===== config.mk =====
export PLATFORM = sky130hd
export DESIGN_NAME = pdsm_mapper
export DESIGN_NICKNAME = d
export VERILOG_FILES = /design/src/hw/pdsm_pkg.sv /design/src/hw/pdsm_mapper.sv /design/src/hw/pdsm_stack_mem.sv
export SDC_FILE = /design/constraint.sdc
export NUM_CORES = 1
export LEC_CHECK = 0
export BUFFER_PORTS_ARGS = -buffer_cell sky130_fd_sc_hd__buf_2
export CAP_MARGIN = 30
export CORE_UTILIZATION = 34
export DETAILED_ROUTE_END_ITERATION = 8
export SETUP_SLACK_MARGIN = 0.05
export SLEW_MARGIN = 20
export SYNTH_ARGS = -nofsm -noshare
export SYNTH_HDL_FRONTEND = slang
export SYNTH_SLANG_ARGS = --single-unit

===== constraint.sdc =====
create_clock -name clk -period 2.32 [get_ports clk]
set_input_delay 0.116 -clock clk [delete_from_list [all_inputs] [get_ports clk]]
set_output_delay 0.116 -clock clk [all_outputs]
set_load 0.005 [all_outputs]

===== src/hw/pdsm_pkg.sv =====
// Constants and carrier types of the program/data space mapper.
// Assumes one 10 MHz clock, a synchronous active-high reset and a core
// that presents program and data addresses in the same clock domain.
// Operation
// - Write-only page register picks low 2K page
// - Counter bit 11 set always fetches page 1
// - Page codes 0..3 map to pages 0..3
// - Page register keeps its content through reset
// - Readout protection option blocks external program reads
// - Data reads 40h..7Fh return program bytes
// - Window address is base above six address bits
// - Window base: write-only, seven bits, bit 7 unused
// - Window moves in 64-byte steps over 8K
// - Banked 64-byte pages appear at 00h..3Fh
// - Two RAM, two EEPROM, two LCD banks
// - Six-entry, 12-bit hardware return stack
// - Core registers 80h..83h, RAM to BFh, accumulator FFh
// - Sixty bytes of directly addressed RAM
// - Calls and interrupts leave page register alone
package pdsm_pkg;

  // ==========================================================
  // Data space addresses
  localparam logic [7:0] ADDR_WINDOW_BASE = 8'hc9; // Window base register
  localparam logic [7:0] ADDR_PAGE_SEL    = 8'hca; // Program page register
  localparam logic [7:0] ADDR_BANK_SEL    = 8'hcb; // Bank select register
  localparam logic [7:0] BANK_HI          = 8'h3f; // Top of banked region
  localparam logic [7:0] WIN_LO           = 8'h40; // Window start
  localparam logic [7:0] WIN_HI           = 8'h7f; // Window end
  localparam logic [7:0] CORE_LO          = 8'h80; // Index/short-direct regs
  localparam logic [7:0] CORE_HI          = 8'h83; // Last core register
  localparam logic [7:0] GPRAM_LO         = 8'h84; // General RAM start
  localparam logic [7:0] GPRAM_HI         = 8'hbf; // General RAM end
  localparam logic [7:0] PERIPH_LO        = 8'hc0; // Peripheral region start
  localparam logic [7:0] ACCUM_ADDR       = 8'hff; // Accumulator

  // ==========================================================
  // Widths and field positions
  localparam int PC_W      = 12;                   // Program counter width
  localparam int PROG_AW   = 13;                   // 8K program memory
  localparam int WIN_LSB   = 6;                    // Window offset bits
  localparam int WBASE_W   = 7;                    // Window base bits
  localparam int PAGE_W    = 2;                    // Page select bits
  localparam int PC_PAGE_B = 11;                   // Static page select bit
  localparam int STACK_DEPTH = 6;                  // Return stack levels
  localparam logic [1:0] STATIC_PAGE = 2'h1;       // Always-visible page

  // Bank select bit positions
  localparam int BANK_EE0  = 0;
  localparam int BANK_EE1  = 1;
  localparam int BANK_RAM1 = 3;
  localparam int BANK_RAM2 = 4;
  localparam int BANK_LCD1 = 5;
  localparam int BANK_LCD2 = 6;

  // ==========================================================
  // Carrier types
  typedef struct packed {
    logic [1:0] ramBank;   // Banked RAM page 1/2 selected
    logic [1:0] eeBank;    // Banked EEPROM page 0/1 selected
    logic [1:0] lcdBank;   // Banked LCD RAM page 1/2 selected
    logic       window;    // Read-only program window
    logic       coreReg;   // Index and short-direct registers
    logic       gpRam;     // Directly addressed RAM
    logic       periph;    // Peripheral register region
    logic       accum;     // Accumulator
  } pdsm_region_t;

  typedef struct packed {
    logic [7:0] addr;      // Data space address
    logic [7:0] wdata;     // Write data
    logic       wr;        // Write strobe
    logic       rd;        // Read strobe
  } pdsm_dbus_t;

endpackage


===== src/hw/pdsm_mapper.sv =====
// Program page, data window and data space decode with return stack.
// Assumes the core drives fetch, data and stack strobes on clk and
// that the protection option arrives asynchronously from a fuse.
`timescale 1ns/1ps
module pdsm_mapper (
  input  wire logic                          clk,         // 10 MHz clock
  input  wire logic                          rst,         // Sync reset, high
  input  wire logic                          clkEn,       // Freezes state when low
  input  wire logic                          fetchReq,    // Program fetch strobe
  input  wire logic [pdsm_pkg::PC_W-1:0]     progCounter, // Program counter
  input  wire pdsm_pkg::pdsm_dbus_t          dbus,        // Data space access
  input  wire logic                          stackPush,   // Call/interrupt entry
  input  wire logic                          stackPop,    // Return
  input  wire logic [pdsm_pkg::PC_W-1:0]     pushAddr,    // Return address
  input  wire logic                          protectOpt,  // Readout option, async
  output logic [pdsm_pkg::PROG_AW-1:0]       fetchAddr,   // Physical fetch address
  output logic                               fetchValid,  // Fetch address valid
  output logic [pdsm_pkg::PROG_AW-1:0]       winAddr,     // Window read address
  output logic                               winValid,    // Window read valid
  output pdsm_pkg::pdsm_region_t             region,      // Decoded selects
  output logic [pdsm_pkg::PC_W-1:0]          popAddr,     // Popped return address
  output logic                               extReadOk    // External readout allowed
);

  // ==========================================================
  // State
  typedef struct packed {
    logic [pdsm_pkg::PAGE_W-1:0]  pageSel;   // Program page register
    logic [pdsm_pkg::WBASE_W-1:0] winBase;   // Window base register
    logic [7:0]                   bankSel;   // Bank select register
    logic [pdsm_pkg::PROG_AW-1:0] fetchAddr; // Fetch address out
    logic                         fetchVal;  // Fetch valid out
    logic [pdsm_pkg::PROG_AW-1:0] winAddr;   // Window address out
    logic                         winVal;    // Window valid out
    pdsm_pkg::pdsm_region_t       region;    // Region selects out
    logic                         protS1;    // Protection sync stage 1
    logic                         protS2;    // Protection sync stage 2
    logic                         extOk;     // Readout allowed out
    logic [2:0]                   sp;        // Next free stack slot
    logic [2:0]                   depth;     // Filled entries
  } pdsm_state_t;

  pdsm_state_t st_r;   // Registered state
  pdsm_state_t st_nxt; // Next state

  logic       memWr;   // Stack write
  logic       memRd;   // Stack read
  logic [2:0] rdSlot;  // Top entry slot

  // ==========================================================
  // Helpers
  // Write strobe aimed at one mapping register
  function automatic logic regWrite(input pdsm_pkg::pdsm_dbus_t b,
                                    input logic [7:0] target);
    regWrite = b.wr && (b.addr == target);
  endfunction

  // Decode a data address into region selects
  function automatic pdsm_pkg::pdsm_region_t decode(input logic [7:0] a,
                                                    input logic [7:0] bank);
    pdsm_pkg::pdsm_region_t r;
    r = '0;
    if (a <= pdsm_pkg::BANK_HI) begin
      r.eeBank  = {bank[pdsm_pkg::BANK_EE1], bank[pdsm_pkg::BANK_EE0]};
      r.ramBank = {bank[pdsm_pkg::BANK_RAM2], bank[pdsm_pkg::BANK_RAM1]};
      r.lcdBank = {bank[pdsm_pkg::BANK_LCD2], bank[pdsm_pkg::BANK_LCD1]};
    end else if (a <= pdsm_pkg::WIN_HI) begin
      r.window = 1'b1;
    end else if (a <= pdsm_pkg::CORE_HI) begin
      r.coreReg = 1'b1;
    end else if (a <= pdsm_pkg::GPRAM_HI) begin
      r.gpRam = 1'b1;
    end else if (a == pdsm_pkg::ACCUM_ADDR) begin
      r.accum = 1'b1;
    end else begin
      r.periph = 1'b1;
    end
    decode = r;
  endfunction

  // Wrap a stack slot index
  function automatic logic [2:0] slotDec(input logic [2:0] s);
    slotDec = (s == 3'h0) ? 3'(pdsm_pkg::STACK_DEPTH - 1) : s - 3'h1;
  endfunction

  // ==========================================================
  // Next-state logic
  always_comb begin
    st_nxt = st_r;
    memWr  = 1'b0;
    memRd  = 1'b0;
    rdSlot = slotDec(st_r.sp);
    // Mapping registers change only on a data write, never on calls
    if (regWrite(dbus, pdsm_pkg::ADDR_PAGE_SEL)) begin
      st_nxt.pageSel = dbus.wdata[pdsm_pkg::PAGE_W-1:0];
    end
    if (regWrite(dbus, pdsm_pkg::ADDR_WINDOW_BASE)) begin
      st_nxt.winBase = dbus.wdata[pdsm_pkg::WBASE_W-1:0];
    end
    if (regWrite(dbus, pdsm_pkg::ADDR_BANK_SEL)) begin
      st_nxt.bankSel = dbus.wdata;
    end
    // Program fetch address, page from current register value
    st_nxt.fetchVal = fetchReq;
    if (fetchReq) begin
      if (progCounter[pdsm_pkg::PC_PAGE_B]) begin
        st_nxt.fetchAddr = {pdsm_pkg::STATIC_PAGE, progCounter[10:0]};
      end else begin
        st_nxt.fetchAddr = {st_r.pageSel, progCounter[10:0]};
      end
    end
    // Window read address and region decode
    st_nxt.winVal = dbus.rd && (dbus.addr >= pdsm_pkg::WIN_LO)
                    && (dbus.addr <= pdsm_pkg::WIN_HI);
    if (st_nxt.winVal) begin
      st_nxt.winAddr = {st_r.winBase, dbus.addr[pdsm_pkg::WIN_LSB-1:0]};
    end
    st_nxt.region = (dbus.rd || dbus.wr) ? decode(dbus.addr, st_r.bankSel)
                                         : '0;
    // Protection option synchroniser and readout gate
    st_nxt.protS1 = protectOpt;
    st_nxt.protS2 = st_r.protS1;
    st_nxt.extOk  = !st_r.protS2;
    // Return stack, circular, oldest entry overwritten when full
    if (stackPush) begin
      memWr      = 1'b1;
      st_nxt.sp  = (st_r.sp == 3'(pdsm_pkg::STACK_DEPTH - 1)) ? 3'h0
                                                             : st_r.sp + 3'h1;
      if (st_r.depth != 3'(pdsm_pkg::STACK_DEPTH)) begin
        st_nxt.depth = st_r.depth + 3'h1;
      end
    end else if (stackPop && (st_r.depth != 3'h0)) begin
      memRd        = 1'b1;
      st_nxt.sp    = rdSlot;
      st_nxt.depth = st_r.depth - 3'h1;
    end
  end

  // ==========================================================
  // State register; mapping registers survive reset
  always_ff @(posedge clk) begin
    if (rst) begin
      st_r.fetchAddr <= '0;
      st_r.fetchVal  <= 1'b0;
      st_r.winAddr   <= '0;
      st_r.winVal    <= 1'b0;
      st_r.region    <= '0;
      st_r.protS1    <= 1'b1;
      st_r.protS2    <= 1'b1;
      st_r.extOk     <= 1'b0;
      st_r.sp        <= 3'h0;
      st_r.depth     <= 3'h0;
      st_r.pageSel   <= st_r.pageSel;
      st_r.winBase   <= st_r.winBase;
      st_r.bankSel   <= st_r.bankSel;
    end else if (clkEn) begin
      st_r <= st_nxt;
    end
  end

  // ==========================================================
  // Return stack storage
  pdsm_stack_mem #(
    .WIDTH (pdsm_pkg::PC_W),
    .DEPTH (pdsm_pkg::STACK_DEPTH),
    .AW    (3)
  ) u_stack (
    .clk    (clk),
    .clkEn  (clkEn),
    .wrEn   (memWr),
    .wrAddr (st_r.sp),
    .wrData (pushAddr),
    .rdEn   (memRd),
    .rdAddr (rdSlot),
    .rdData (popAddr)
  );

  // Outputs from state flops
  assign fetchAddr  = st_r.fetchAddr;
  assign fetchValid = st_r.fetchVal;
  assign winAddr    = st_r.winAddr;
  assign winValid   = st_r.winVal;
  assign region     = st_r.region;
  assign extReadOk  = st_r.extOk;
endmodule


===== src/hw/pdsm_stack_mem.sv =====
// Small memory holding the return stack entries.
// Assumes one write and one read per cycle; read data registered.
`timescale 1ns/1ps
module pdsm_stack_mem #(
  parameter int WIDTH = 12,
  parameter int DEPTH = 6,
  parameter int AW    = 3
) (
  input  wire logic             clk,    // System clock
  input  wire logic             clkEn,  // Freezes memory when low
  input  wire logic             wrEn,   // Write strobe
  input  wire logic [AW-1:0]    wrAddr, // Write slot
  input  wire logic [WIDTH-1:0] wrData, // Entry to store
  input  wire logic             rdEn,   // Read strobe
  input  wire logic [AW-1:0]    rdAddr, // Read slot
  output logic      [WIDTH-1:0] rdData  // Registered read data
);

  // ==========================================================
  // Storage array
  logic [WIDTH-1:0] mem [DEPTH];  // Entries

  // Write and registered read
  always_ff @(posedge clk) begin
    if (clkEn) begin
      if (wrEn) begin
        mem[wrAddr] <= wrData;
      end
      if (rdEn) begin
        rdData <= mem[rdAddr];
      end
    end
  end

endmodule


* Word level (Yosys, flattened, before mapping)
Memories as Yosys holds them, arrays and structs flattened. A register that Yosys moved wholly into a read port is not among the register bits. Cells that the tools add are included.
Cells by class: add/subtract/negate cells 4, $lt $le $gt $ge 5, equality and inequality tests 7, muxes and demuxes 23, bitwise operators 1, reductions and logical operators 19
Operators by type and width (count):
- equality test 8 bit (second input constant) | 4
- two-way mux 6 bit | 3
- less-or-equal comparator 8 bit (second input constant) | 2
- two-way mux 13 bit | 1
- two-way mux 3 bit | 4
- AND reduction 3 bit | 4
- two-way mux 1 bit | 11
- two-way mux 11 bit | 1
- greater-or-equal comparator 8 x 7 -> 1 bit (second input constant) | 1
- less-or-equal comparator 8 x 6 -> 1 bit (second input constant) | 1
- less-or-equal comparator 8 x 7 -> 1 bit (second input constant) | 1
- AND reduction 2 bit | 4
- adder 3 x 1 -> 3 bit (second input constant) | 2
- logical AND 1 bit | 6
- subtractor 3 x 1 -> 3 bit (second input constant) | 2
- two-way mux 5 bit | 1
- two-way mux 4 bit | 1
- equality test 3 bit (second input constant) | 1
- logical NOT 3 bit | 1
- != test 3 bit (second input constant) | 1
- nonzero test 3 bit | 1
- two-way mux 2 bit | 1
- != test 2 x 1 -> 1 bit (second input constant) | 1
- nonzero test 2 bit | 1
- 3 further kinds | 3
Storage, ports and cells: register bits after elaboration 64, bits in writable memories 72, input port bits 49, output and inout port bits 52, memories kept 1
Memories:
- u_stack.mem | words 6, bits a word 12, read ports 1, clocked after Yosys merged registers in 1, write ports 1, line pdsm_stack_mem.sv:21 | logic [WIDTH-1:0] mem [DEPTH];

* Logic depth before layout (Yosys ltp)
depth after elaboration 7, mapped depth 5

* Modules after synthesis
A second synthesis with hierarchy kept.
Second synthesis, totals: cell total of the unflattened synthesis 467, area, all modules 6009.5 um^2
By module, submodules not included:
- pdsm_stack_mem | instances 1, cells each 164, area each 3183.1 um^2, seq. area each 2522.4 um^2
- pdsm_mapper | instances 1, cells each 303, area each 2826.5 um^2, seq. area each 1411.4 um^2

* Worst setup path before layout
Ideal clock, no wire load.
path kind register -> register, from reg st_r[4] (netlist name), to mem u_stack.mem[4][0], enable pin, library setup time 0.396 ns, arrival time 1.588 ns, data required time 1.924 ns, setup slack 0.335 ns, stages on the path, launching flop included 4, path buffers 1, period minus slack after synthesis 1.985 ns, cell sequence dfxtp_1 nand2b_1 clkbuf_1 nor3_1
RTL lines:
- start, declared | line pdsm_mapper.sv:43 | pdsm_state_t st_r;
- start signal, assigned | line pdsm_mapper.sv:157 | st_r <= st_nxt;
- end, declared | line pdsm_stack_mem.sv:21
Straight into the memory's write port.

* Worst setup path after layout
from in dbus[12] (netlist name), to reg st_r[57] (netlist name), enable pin
On the way: word-level cells in the longest chain between the ends 3
Ends and longest elaborated chain:
- start, declared | line pdsm_mapper.sv:11 | input wire pdsm_pkg::pdsm_dbus_t dbus,
- equality test 8 bit | line pdsm_mapper.sv:55 | regWrite = b.wr && (b.addr == target);
- logical AND 1 bit | line pdsm_mapper.sv:55
- AND reduction 3 bit (no line)
Every way passes these cells. A chain may end at the register's enable or synchronous reset.

==> flow_summary.yaml <==
clock_tree:
  path_clk_slew_ns: 0.06
  cts_buffers: 17
  htree_num_levels: 4
  clockRootBuffer: "clkbuf_16"
  insertion_delay_ns: 0.41
  cts_tree: "yes"
  postCtsSetupBuffers: 0
  clkSinkCount: 147
  clockBufferDepth: 2
detailed_routing:
  first_pass_iters: 5
  first_iter_violations: 241
  vias: 4052
  vias_per_cell: 4.818
  postRouteAntennaNets: 0
  drc: 0
  wl_per_cell_um: 15.68
  totalWireLength_um: 13180
timing:
  drv_slew: 0
  timing.setup.tns_ns: 0
  clock_skew_ns: 0.005135
  max_slew.worst_pin.slew_ns: 0.6803
  fin_crit_ns: 1.991
  finalCritPeriodShare_pct: 85.81
  hold_viol_final: 0
  fmax_ghz: 0.5023
  max_slew_margin_pct: 54.62
  setup_viol: 0
  rsz0062_at_grt: "false"
synth:
  yosysTopAreaCell: "edfxtp_1"
  synth_top_family_by_area: "compound AO/OA/AOI/OAI gates"
  synthXorXnorAreaFrac_pct: 0.1461
  ys_ff_latch: 147
  synth_compound_area_share_pct: 14.32
  yosysWarnings: 0
  yosysSeqAreaShare_pct: 65.61
  synth_top_flop_cell: "edfxtp_1"
  synthAdderAreaFrac_pct: 0.3339
  synth_area_um2: 5996
  syn_area_per_cell_um2: 12.29
  synth_fp_nets: 538
  yosysTopAreaCellShare_pct: 49.58
  syn_inst: 488
  synth.distinct_cells: 50
  synth-edff-count: 99
  synth_area_leaders: "edfxtp_1 (50%), dfxtp_1 (16%), buf_4 (4.8%), nand2_1 (4.1%), a22oi_1 (3.9%)"
  synth.area.mux_share_pct: 0.6886
  async_flop_share_pct: 0
  synth_simple_gate_area_share_pct: 12.00
critical_path:
  cp_max_fo: 7
  r2r-start: "st_r[5]"
  crit_path_start_kind: "primary input"
  crit_start: "dbus[12]"
  critPathKind: "in -> reg"
  cp-end-kind: "register"
  crit_required_ns: 2.37
  cp.arrival_ns: 2.04
global_routing:
  use_met1_pct: 18.27
  grtUsageTotal_pct: 14.66
  top_usage_layer: "met2"
  grt_start_max_net_pins: 46
  grt_antenna_before_repair: 0
  use_met3_pct: 3.303
  grt.overflow.total: 0
  grtUsageMet2_pct: 24.34
  grt_pass1_wl_um: 20140
  grt_pass1_vias: 3936
floorplan:
  die_area_um2: 18170
  initial_utilization_pct: 34.79
  die_w_um: 134.8
  ios: 101
  core_area_um2: 17240
  num_rows: 48
  fp.dieH_um: 134.8
power:
  power.total_uw: 6666
  vdd_drop_max_mv: 0.6063
  leakage_uw: 0.002794
  p_per_area_nw_per_um2: 876.0
layout:
  final_cell_mix: "buf_2 (99), edfxtp_1 (99), nand2_1 (65)"
  nets: 653
  syn2layout_area_growth_pct: 26.92
  num-fill-cells: 1547
  drive_gt1_share_pct: 27.27
  antenna_cells: 0
place:
  dp_hpwl_um: 8701
  port_buffers: 99
  routabilityCongestion: 0.7866
run:
  cap_violations: 0
hold_path:
  min_path_type: "in -> reg"
  min_from: "dbus[16]"
status:
  status: "finished clean"
-- cell type report --
cell class | count | area, um^2 | share of cell area (%)
multi-input cells | 275 | 1653 | 21.72
flip-flops and latches | 147 | 3934 | 51.69
well taps | 225 | 281.5 | 3.699
inverters | 3 | 11.26 | 0.1480
repair buffers | 159 | 1045 | 13.73
clock buffers | 18 | 429.2 | 5.640
clock inverters | 14 | 256.5 | 3.371
-- per-stage QoR --
stage	instance area, um^2	utilization [%]	std cells	hold WS (ns)	worst slack (ns)
final	7610	44.15	841	0.1198	0.3292
after global routing	7610	44.15	841	0.1387	0.2443
after global placement	6533	37.90	770	0.2993	0.4790
after detailed placement	6544	37.96	771	0.2984	0.4347
after CTS	7610	44.15	841	0.1052	0.3221
after floorplan	5996	-	488	0.2149	0.3355
-- synthesized netlist by cell type, types with 2 or more instances --
cell type	count
edfxtp_1	99
nand2_1	65
dfxtp_1	48
buf_4	38
a21oi_1	34
a22oi_1	31
nor2_1	23
a211oi_1	13
buf_2	13
a22o_1	12
o21a_1	12
nor3_1	11
o21ai_1	11
clkbuf_1	9
and2_1	7
and2_0	6
nand2b_1	5
nand3_1	4
nor2b_1	4
mux2i_1	3
nand3b_1	3
o21ai_0	3
or3_1	3
a21oi_2	2
buf_1	2
inv_1	2
nor3b_2	2
-- sequential cells by signal, indices dropped and copies added (netlist names), 11 cells and up --
| signal | flops |
|---|---|
| u_stack.mem | 72 |
| st_r | 22 |
| fetchAddr | 13 |
| winAddr | 13 |
| u_stack.rdData | 12 |
| region | 11 |
-- cell families after synthesis --
group / count (synthesis)
DFF: 147
and+or+nand+nor: 144
AOI/OAI and AO/OA: 125
buffers and inverters: 66
muxes: 4
xor gates and xnor gates: 1
adders and majority gates: 1
-- critical path, cell delays in order --
cell           delay [ns]
dlygate4sd3_1        0.53
buf_2                0.14
or3_1                0.41
nor3_2               0.22
nand3_2              0.13
nor3b_2              0.48
-- layer usage --
layer  vias to the layer above  part of all wire, %
met1                      1958                   44
li1                       1979                    -
met4                         0                  2.4
met5                         -                    0
met3                        22                  4.0
met2                        93                   50
-- final timing paths --
kind / cells past startpoint / slack, ns / endpoint
setup / recovery: 6 / 0.33 / st_r[57]
hold / removal: 3 / 0.12 / region[2]
setup reg to reg: 5 / 0.54 / u_stack.mem[4][4]
hold reg to reg: 1 / 0.44 / extReadOk
-- where the power goes --
group	total, uW	switching (uW)	leakage [uW]	internal [uW]
Clock	3160	1040	0.000328	2120
Sequential	2910	33.7	0.00129	2870
Combinational	597	326	0.00118	271
Total	6670	1400	0.00279	5270
-- repair_timing --
action	4_1_cts	5_1_grt
endpoints found under the hold margin	106	0
resized for setup	0	0
hold buffers	38	0
No activity file was read; power rests on OpenSTA's default activity.
